==> src/hw/rpsel_regs.svh <==
// Register indices, field positions, masks and reset values of the pin select block.
`ifndef RPSEL_REGS_SVH
`define RPSEL_REGS_SVH

// Word index of each register; the byte address is four times the index.
`define RPSEL_IDX_UART2     4'd0
`define RPSEL_IDX_SPI1_CD   4'd1
`define RPSEL_IDX_SPI1_SS   4'd2
`define RPSEL_IDX_SPI2_CD   4'd3
`define RPSEL_IDX_SPI2_SS   4'd4
`define RPSEL_IDX_SYNC1     4'd5
`define RPSEL_IDX_SYNC2     4'd6
`define RPSEL_IDX_FLT56     4'd7
`define RPSEL_IDX_FLT78     4'd8
`define RPSEL_IDX_OUT3233   4'd9
`define RPSEL_IDX_OUT3435   4'd10
`define RPSEL_NREG          11

// Implemented (writable, readable) bits of each register.
`define RPSEL_MASK_BOTH     16'hffff
`define RPSEL_MASK_LOW      16'h00ff
`define RPSEL_MASK_HIGH     16'hff00
`define RPSEL_MASK_OUT      16'h3f3f

`define RPSEL_RST           16'h0000
`define RPSEL_CODE_GND      8'h00
`define RPSEL_CODE_MAX      8'hb5
`define RPSEL_FUNC_NONE     6'h00
`define RPSEL_IN_LSB        0
`define RPSEL_IN_MSB        8
`define RPSEL_OUT_LSB       0
`define RPSEL_OUT_MSB       8

`endif

==> src/hw/rpsel_pkg.sv <==
// Types shared by the pin select block.
`default_nettype none

package rpsel_pkg;

	parameter int RPSEL_NPIN  = 182;
	parameter int RPSEL_NFUNC = 64;

	typedef logic [7:0] rpsel_code_t;
	typedef logic [5:0] rpsel_func_t;

	// Peripheral inputs delivered by the remap.
	typedef struct packed {
		logic uart2_cts;
		logic uart2_rx;
		logic spi1_clk;
		logic spi1_din;
		logic spi1_slvsel;
		logic spi2_clk;
		logic spi2_din;
		logic spi2_slvsel;
		logic pwm_sync_in1;
		logic pwm_sync_in2;
		logic pwm_fault5;
		logic pwm_fault6;
		logic pwm_fault7;
		logic pwm_fault8;
	} rpsel_periph_in_t;

	// Data phase bookkeeping for a pending write.
	typedef struct packed {
		logic       valid;
		logic [3:0] idx;
	} rpsel_wr_t;

endpackage

`default_nettype wire

==> src/hw/rpsel_top.sv <==
// Remappable pin select: selector registers on AHB-Lite, input and output muxes.
`timescale 1ns/10ps
`default_nettype none
`include "rpsel_regs.svh"

module rpsel_top
	import rpsel_pkg::*;
(
	input  wire logic                   hclk,        // System clock, 40 MHz.
	input  wire logic                   hresetn,     // Async reset, low.
	input  wire logic                   hsel,        // Slave select.
	input  wire logic [31:0]            haddr,       // Byte address.
	input  wire logic [1:0]             htrans,      // Transfer type.
	input  wire logic                   hwrite,      // Write when high.
	input  wire logic [2:0]             hsize,       // Transfer size.
	input  wire logic [31:0]            hwdata,      // Write data.
	input  wire logic                   hready,      // Bus ready in.
	output logic                        hreadyout,   // Slave ready.
	output logic                        hresp,       // Always OKAY.
	output logic [31:0]                 hrdata,      // Read data.
	input  wire logic [RPSEL_NPIN-1:0]  remappable_pin,  // Pin levels.
	input  wire logic [RPSEL_NFUNC-1:0] periph_out_func, // Output functions.
	output rpsel_periph_in_t            periph_in,   // Routed inputs.
	output logic [3:0]                  out_pin      // Pins 32 to 35.
);

	logic [15:0]      reg_q [`RPSEL_NREG];
	logic [15:0]      reg_d [`RPSEL_NREG];
	logic [15:0]      mask  [`RPSEL_NREG];
	rpsel_wr_t        wr_q;
	rpsel_wr_t        wr_d;
	logic [31:0]      rdata_q;
	logic [31:0]      rdata_d;
	logic             ready_q;
	logic [RPSEL_NPIN-1:0] pin_s1_q;
	logic [RPSEL_NPIN-1:0] pin_s2_q;
	rpsel_code_t      sel [14];
	logic [13:0]      route_d;
	logic [13:0]      route_q;
	rpsel_func_t      fsel [4];
	logic [3:0]       opin_d;
	logic [3:0]       opin_q;
	logic             addr_ok;
	logic [3:0]       addr_idx;

	assign addr_idx = haddr[5:2];
	assign addr_ok  = hsel && hready && htrans[1];

	// Writable bits per register; the rest stay zero forever.
	always_comb begin
		mask[`RPSEL_IDX_UART2]   = `RPSEL_MASK_BOTH;
		mask[`RPSEL_IDX_SPI1_CD] = `RPSEL_MASK_BOTH;
		mask[`RPSEL_IDX_SPI1_SS] = `RPSEL_MASK_LOW;
		mask[`RPSEL_IDX_SPI2_CD] = `RPSEL_MASK_BOTH;
		mask[`RPSEL_IDX_SPI2_SS] = `RPSEL_MASK_LOW;
		mask[`RPSEL_IDX_SYNC1]   = `RPSEL_MASK_HIGH;
		mask[`RPSEL_IDX_SYNC2]   = `RPSEL_MASK_LOW;
		mask[`RPSEL_IDX_FLT56]   = `RPSEL_MASK_BOTH;
		mask[`RPSEL_IDX_FLT78]   = `RPSEL_MASK_BOTH;
		mask[`RPSEL_IDX_OUT3233] = `RPSEL_MASK_OUT;
		mask[`RPSEL_IDX_OUT3435] = `RPSEL_MASK_OUT;
	end

	// Register file and bus slave next state.
	always_comb begin
		for (int i = 0; i < `RPSEL_NREG; i++) begin
			reg_d[i] = reg_q[i];
			if (wr_q.valid && wr_q.idx == 4'(i)) begin
				reg_d[i] = (hwdata[15:0] & mask[i]) |
				           (reg_q[i] & ~mask[i]);
			end
		end
		wr_d.valid = addr_ok && hwrite && haddr[7:6] == 2'b00;
		wr_d.idx   = addr_idx;
		// A read right after a write sees the new value, so read the
		// next-state copy rather than the stored one.
		rdata_d = 32'h0000_0000;
		if (addr_ok && !hwrite && haddr[7:6] == 2'b00 &&
		    addr_idx < 4'(`RPSEL_NREG)) begin
			rdata_d = {16'h0000, reg_d[addr_idx]};
		end
	end

	always_ff @(posedge hclk or negedge hresetn) begin
		if (!hresetn) begin
			for (int i = 0; i < `RPSEL_NREG; i++) begin
				reg_q[i] <= `RPSEL_RST;
			end
			wr_q    <= '0;
			rdata_q <= 32'h0000_0000;
			ready_q <= 1'b1;
		end else begin
			for (int i = 0; i < `RPSEL_NREG; i++) begin
				reg_q[i] <= reg_d[i];
			end
			wr_q    <= wr_d;
			rdata_q <= rdata_d;
			ready_q <= 1'b1;
		end
	end

	assign hreadyout = ready_q;
	assign hrdata    = rdata_q;
	assign hresp     = 1'b0;

	// Pins are asynchronous to hclk; two flops before any mux reads them.
	always_ff @(posedge hclk or negedge hresetn) begin
		if (!hresetn) begin
			pin_s1_q <= '0;
			pin_s2_q <= '0;
		end else begin
			pin_s1_q <= remappable_pin;
			pin_s2_q <= pin_s1_q;
		end
	end

	// Selector fields, in the bit order of the routed input bundle.
	always_comb begin
		sel[13] = reg_q[`RPSEL_IDX_UART2][15:8];
		sel[12] = reg_q[`RPSEL_IDX_UART2][7:0];
		sel[11] = reg_q[`RPSEL_IDX_SPI1_CD][15:8];
		sel[10] = reg_q[`RPSEL_IDX_SPI1_CD][7:0];
		sel[9]  = reg_q[`RPSEL_IDX_SPI1_SS][7:0];
		sel[8]  = reg_q[`RPSEL_IDX_SPI2_CD][15:8];
		sel[7]  = reg_q[`RPSEL_IDX_SPI2_CD][7:0];
		sel[6]  = reg_q[`RPSEL_IDX_SPI2_SS][7:0];
		sel[5]  = reg_q[`RPSEL_IDX_SYNC1][15:8];
		sel[4]  = reg_q[`RPSEL_IDX_SYNC2][7:0];
		sel[3]  = reg_q[`RPSEL_IDX_FLT56][7:0];
		sel[2]  = reg_q[`RPSEL_IDX_FLT56][15:8];
		sel[1]  = reg_q[`RPSEL_IDX_FLT78][7:0];
		sel[0]  = reg_q[`RPSEL_IDX_FLT78][15:8];
	end

	// Codes above the last pin are not defined; they read as ground too,
	// so a stray code can never pick up a floating level.
	always_comb begin
		for (int k = 0; k < 14; k++) begin
			if (sel[k] == `RPSEL_CODE_GND ||
			    sel[k] > `RPSEL_CODE_MAX) begin
				route_d[k] = 1'b0;
			end else begin
				route_d[k] = pin_s2_q[sel[k]];
			end
		end
	end

	// Output function selectors for pins 32 to 35.
	always_comb begin
		fsel[0] = reg_q[`RPSEL_IDX_OUT3233][5:0];
		fsel[1] = reg_q[`RPSEL_IDX_OUT3233][13:8];
		fsel[2] = reg_q[`RPSEL_IDX_OUT3435][5:0];
		fsel[3] = reg_q[`RPSEL_IDX_OUT3435][13:8];
		for (int k = 0; k < 4; k++) begin
			if (fsel[k] == `RPSEL_FUNC_NONE) begin
				opin_d[k] = 1'b0;
			end else begin
				opin_d[k] = periph_out_func[fsel[k]];
			end
		end
	end

	always_ff @(posedge hclk or negedge hresetn) begin
		if (!hresetn) begin
			route_q <= '0;
			opin_q  <= '0;
		end else begin
			route_q <= route_d;
			opin_q  <= opin_d;
		end
	end

	assign periph_in = rpsel_periph_in_t'(route_q);
	assign out_pin   = opin_q;

	// Helper values that the checks below compare against.
	logic rx_ref;
	logic o32_ref;
	assign rx_ref  = pin_s2_q[sel[12]];
	assign o32_ref = periph_out_func[fsel[0]];
endmodule // rpsel_top

`default_nettype wire

==> config.mk <==
export PLATFORM = sky130hd
export DESIGN_NAME = rpsel_top
export DESIGN_NICKNAME = d
export VERILOG_FILES = /design/src/hw/rpsel_pkg.sv /design/src/hw/rpsel_top.sv
export VERILOG_INCLUDE_DIRS = /design/src /design/src/hw
export SDC_FILE = /design/constraint.sdc
export NUM_CORES = 2
export LEC_CHECK = 0
export BUFFER_PORTS_ARGS = -buffer_cell sky130_fd_sc_hd__buf_2
export CAP_MARGIN = 0
export CORE_MARGIN = 3
export CORE_UTILIZATION = 25
export DETAILED_ROUTE_END_ITERATION = 6
export PLACE_DENSITY = 0.48
export SLEW_MARGIN = 20
export SYNTH_ARGS = -nofsm -noshare
export SYNTH_HDL_FRONTEND = slang
export SYNTH_SLANG_ARGS = --single-unit
==> constraint.sdc <==
create_clock -name hclk -period 3.7 [get_ports hclk]
set_clock_uncertainty 0.1 [all_clocks]
set_input_delay 0.74 -clock hclk [delete_from_list [all_inputs] [get_ports hclk]]
set_output_delay 0.74 -clock hclk [all_outputs]
set_load 0.02 [all_outputs]
---- Word-level counts from Yosys, hierarchy flattened ----
Index checks and enable logic that the tools add are counted.
Widths: inputs -> output; s select.
cells by class
  magnitude comparators ................... 34
  equality and inequality tests ........... 10
  muxes and demuxes ....................... 69
  bitwise operators ....................... 7
  reduce and logical (&&, ||, !) cells .... 53
operator list
  operator            number
  $mux 16             14
  $lt 8x9->1 const B  14
  $bmux 1 s8          14
  $gt 8x8->1 const B  14
  $logic_not 8->1     14
  $bmux 16 s4         1
  $or 8x16->16        3
  $mux 1              36
  $or 14x16->16       2
  $lt 6x7->1 const B  4
  $bmux 1 s6          4
  $logic_not 6->1     4
  $logic_and 1x1->1   18
  $eq 4x3->1 const B  4
  $or 16x8->16        1
  $logic_or 1x1->1    14
  $eq 4x4->1 const B  3
  $eq 4x2->1 const B  2
  $ge 5x5->1 const B  1
  $not 4->5           1
  $eq 4x1->1 const B  1
  $logic_not 4->1     1
  $lt 4x4->1 const B  1
  $logic_not 2->1     1
  $logic_not 1->1     1
storage, ports and cells
  flip-flop bits (word level) ............. 579
  input bits .............................. 320
  output and inout bits ................... 52
  word-level logic and storage cells ...... 191

---- Longest topological paths before layout ----
  depth after elaboration ................. 7
  gate-level depth with buffers ........... 10
  gate-level depth less buffers ........... 6

---- Worst setup path after synthesis ----
OpenSTA, ideal clock, no wires.
  kind .................................... register to register
  start point ............................. register reg_q[129] (netlist name)
  end point ............................... register route_q[9], in the netlist periph_in[9]
  library setup time ...................... 131 ps
  data arrival time ....................... 2,663 ps
  setup slack ............................. 806 ps
  stages on the path, launching flop included .. 9
  buffers on the path ..................... 3
  period minus slack after synthesis ...... 2,894 ps
  cells stage by stage .................... dfrtp_1 > buf_1 > clkbuf_1 > buf_1 > mux4_2 > mux4_2 > o21ai_0 > a211oi_1 > or3_1
on the way
  cells in the longest elaborated chain, start to end .. 3
ends and longest elaborated chain
  element                                                                  RTL line          RTL
  from (decl)                                                              rpsel_top.sv:27   logic [15:0] reg_q [`RPSEL_NREG];
  from (signal, indexed assignment)                                        rpsel_top.sv:87   reg_q[i] <= `RPSEL_RST;
  from (signal, indexed assignment)                                        rpsel_top.sv:94   reg_q[i] <= reg_d[i];
  $bmux 1 s8, or another cell as far along                                 rpsel_top.sv:143  route_d[k] = pin_s2_q[sel[k]];
  $mux 1 (not written as such) / $logic_or 1x1->1 (equally long branches)  -
  $mux 1 *                                                                 rpsel_top.sv:139  if (sel[k] == `RPSEL_CODE_GND ||
  net route_d[9]                                                           rpsel_top.sv:38   logic [13:0] route_d;
  to (signal assigned)                                                     rpsel_top.sv:168  route_q <= route_d;
  to (decl)                                                                rpsel_top.sv:39   logic [13:0] route_q;
Mark *: on every way through the listed nets, which the timed path passes. The rest lies on a longest branch. The select of a mux whose other input is x is not followed.

---- Worst setup path in the final report ----
  start point ............................. register reg_q[128] (netlist name)
  end point ............................... register route_q[9], in the netlist periph_in[9]
Same word-level chain as after synthesis.

==> impl.org <==
** Worst setup path
- Cell-by-cell listing of the critical path :: buf_4 > mux4_2 > mux4_2 > mux2i_1 > a2111oi_0 > or3_1
- Critical Path Slowest Stage Cell :: dfrtp_4
- The critical path is of the reg -> reg type.
- In this run the register-to-register setup slack is 0.22 ns.
- Arrival time at the worst endpoint :: 3.89 ns
- Critical path capture point type :: flip-flop
- The largest single stage delay on the critical path is 0.72 ns.
- For the worst flop-to-flop path, the logic depth is 6.
- In this run the critical register-to-register path is launched from reg_q[128].
- Startpoint Class :: flip-flop
- CP dominant cell by count :: mux4_2
- Data on the critical path is required at its endpoint by 4.11 ns.
- Critical path endpoint :: periph_in[9]
- In this run the critical register-to-register path is captured at periph_in[9].
- Along the worst path, the maximum fanout reaches 19.
- In this run the worst setup path begins at reg_q[128].

** Power and ir drop
- Internal Pwr Total :: 11.9 mW
- Sequential Power Share :: 40.9%
- Worst supply voltage drop on vdd :: 0.377 mV
- Summed over all nets, the switching power comes to 5.08 mW.
- Combinational logic burns 20.9% of the power.
- In this run the power density over the cells is 359 nW/um^2.
- Switching Share :: 29.9%
- Of the total power, the clock network draws 38.2%.
- Static leakage power :: 17.5 nW

** Yosys
- Area of the mapped netlist :: 40,400 sq um
- Yosys printed 0 warnings.
- In the synthesized netlist the dominant register cell turns out to be dfrtp_1.
- After synthesis the netlist holds a flip-flop and latch count of 539.
- Fraction of post-synthesis cell area in the top cell type by area :: 47.1%
- The share of the Yosys chip area taken by registers is 33.4%.
- mux4_2 is the most common cell in the netlist.
- Syn_area_per_cell :: 14.8 sq um
- Most used standard cells in the synthesized netlist :: mux4_2 (845), dfrtp_1 (539), clkbuf_1 (329), mux2_2 (115), nand2_1 (102)
- The netlist uses 67 different library cells.
- By area the synthesized netlist is led by mux4_2 (47%), dfrtp_1 (33%), mux2_2 (3.2%), clkbuf_1 (3.1%), mux2i_1 (1.9%).
- Of all flip-flops after synthesis, the portion carrying an async set or reset was 100%.
- Yosys top cell by area :: mux4_2
- Counting flops with a built-in enable in the synthesized netlist gives 0.
- Synthesis produced a netlist whose cell count is 2,722.

** Floorplanning
- The core region is 159,000 sq um.
- For this design the top-level I/O count stands at 372.
- Starting Density :: 25.3%
- Cell row count :: 146
- Horizontal die dimension :: 408 um
- Die height :: 408 um
- Floorplan die area :: 166,000 sq um

** Final layout
- Number of standard cells in the layout, taps in and fillers out :: 5,090
- The layout has 16,000 filler cells.
- Cells fill 29.6% of the core in the end.
- Summing all multi-input logic gate instances after layout gives 24,900 sq um.
- In the final layout, flip-flops and latches occupy 13,600 sq um.
- Of the cells placed in the final design, the portion with a size suffix greater than 1 is 56.5%.
- Compared with the post-synthesis result, the final layout area differs by 17.1%.
- The net count of the finished layout is 3,207.

** Clock tree
- Root buffer cell :: clkbuf_16
- Number of H-tree levels :: 2
- TritonCTS created 60 clock buffers.
- Counting every sink on the clock net gives 539.
- Reg clk slew, reported paths :: 0.06 ns
- At the later pin of the worst-skew pair, clock insertion delay measures 0.72 ns.
- The longest clock path from root to sink contains 3 buffers.
- TritonCTS built the clock tree.
- Gates resized during post-CTS repair numbered 0.

** Timing
- After layout, the worst path uses 94.1% of the clock period.
- Transition time at the pin with the least slew margin :: 1.17 ns
- Setup repair after global routing left no endpoint under its margin.
- Subtracting the final worst setup slack from the clock period gives 3.48 ns.
- Total of endpoints with negative setup slack in the final report :: 0
- Fmax :: 287 MHz
- The worst pin sits at a relative slew slack of 21.8%.
- Summed over all failing endpoints, the final setup total negative slack is 0 ns.
- The tightest hold path in the finished design has a slack of 0.0420 ns.
- Count of endpoints failing hold in the final timing report :: 0
- Number of pins with negative max-slew slack in the final report :: 0

** Placement
- Routability-driven placement finished with a final weighted congestion of 0.990.
- Cell count after placement :: 4,970
- In this run the tool buffered the top-level ports with 307 buffer cells.
- Once detailed placement completed, the half-perimeter wirelength came to 126,000 um.

** Global routing
- The via count of the first global-routing pass was 30,200.
- The first global-routing pass estimated 246,000 um of wire.
- For this run, the total global-route usage over all layers was measured as 20.5%.
- The initial antenna violation count came to 16.
- Largest net degree at the start of global routing :: 92
- Global route overflow :: 0

** Detailed routing
- The final route contains 30,300 vias.
- For this run, design rule violations remaining after detail routing come to 0.
- The final layout contains routed wiring with a total length of 175,000 um.
- Iter 0 DRT Violations :: 4,090
- The count of nets left with antenna violations once routing finished came out at 0.
- After detailed routing, the average wire length per cell comes to 34.3 um.
- Before antenna repair, the detailed router went through 6 iterations.
- After detailed routing, the number of vias per cell comes to 5.95.

** Outcome
- Outcome :: finished clean

** Job
- Reported max-cap violation count :: 0

** Hold path
- The path class of the tightest hold or removal check is in -> reg.
-- state kept, by name, indices dropped and copies added (netlist names) --
name	count
fsel	24
hrdata	16
out_pin	4
periph_in	14
pin_s1_q	182
pin_s2_q	182
reg_q	112
wr_q	5
-- per-layer routing --
metal / vias up / global-route usage, % / wire [um]
li1: 11500 / - / -
met1: 16300 / 27.6 / 67800
met2: 2109 / 31.4 / 80000
met3: 326 / 5.15 / 18000
met4: 4 / 9.02 / 8990
met5: - / 0 / 31
-- power by group through the flow --
stage | Combinational [mW] | Clock [mW] | Sequential (mW)
6_report | 3.55 | 6.48 | 6.94
2_1_floorplan | 2.45 | 0 | 6.46
3_3_place_gp | 3.49 | 0 | 7.01
3_5_place_dp | 3.51 | 0 | 7.01
5_1_grt | 3.71 | 6.92 | 6.96
4_1_cts | 3.52 | 6.67 | 6.91
-- cells in the final DEF, fill, tap and decap left out, types with 10 or more instances in the layout --
master,n
dfrtp_1,509
clkbuf_16,60
a31oi_1,10
o21ai_0,65
nand2_1,102
nand3_1,94
o21a_1,12
mux4_2,845
a22oi_1,39
mux2_2,115
buf_4,214
clkinvlp_4,10
nor3_1,17
mux2i_1,78
a21oi_1,38
a211oi_1,17
buf_12,31
dfrtp_4,13
nor2_1,47
o211ai_1,14
conb_1,18
dfrtp_2,17
inv_1,26
buf_2,306
nor2b_1,30
nand3b_1,11
o22ai_1,10
-- per-stage QoR --
stage,setup WS [ns],instance area [sq um],power (mW)
6_report,0.217,47300,17.0
5_1_grt,0.0991,47300,17.6
4_1_cts,0.0742,47300,17.1
3_5_place_dp,0.161,45100,10.5
3_3_place_gp,0.114,45100,10.5
2_1_floorplan,0.806,40400,8.91
-- worst max-delay path, delay by kind of cell, from the launching register on --
family,cells,cell delay (ns)
mux,3,1.42
flops,1,0.72
simple gates,1,0.49
buf+inv,1,0.33
compound gates,1,0.17
-- worst min path at each step --
stage                         from            end  slack, ns  depth (start not counted)
3_5_place_dp         pin_s1_q[125]  pin_s2_q[125]       0.23                          0
6_report       remappable_pin[138]  pin_s1_q[138]       0.04                          1
4_1_cts        remappable_pin[129]  pin_s1_q[129]       0.01                          1
2_1_floorplan          pin_s1_q[0]    pin_s2_q[0]       0.23                          0
5_1_grt        remappable_pin[130]  pin_s1_q[130]       0.02                          1
3_3_place_gp         pin_s1_q[124]  pin_s2_q[124]       0.23                          0
-- area by class of cell --
| type | count | area share [%] |
|---|---|---|
| Multi-Input combinational cell | 1698 | 52.7 |
| Sequential cell | 539 | 28.7 |
| Timing Repair Buffer | 553 | 8.00 |
| Tap cell | 2146 | 5.68 |
| Clock buffer | 73 | 3.43 |
| Clock inverter | 37 | 1.21 |
| Inverter | 35 | 0.278 |
| Antenna cell | 9 | 0.0476 |
-- cell families (layout without fill, tap and decap cells) --
family / Yosys count / after routing / share of synthesized area (%)
multiplexers: 1038 / 1038 / 52.3
flip-flops: 539 / 539 / 33.4
buffers and inverters: 501 / 698 / 5.08
AND/OR/NAND/NOR: 358 / 358 / 4.43
AO/OA/AOI/OAI: 284 / 284 / 4.80
other: 2 / 27 / 0.0186
-- what timing repair did --
| action | in CTS | in global routing |
|---|---|---|
| hold endpoints to repair | 1 | 0 |
| hold buffers | 1 | 0 |
| setup buffers | 0 | 0 |
| setup endpoints to repair | 0 | 0 |
Power figures use the tool's default switching activity.
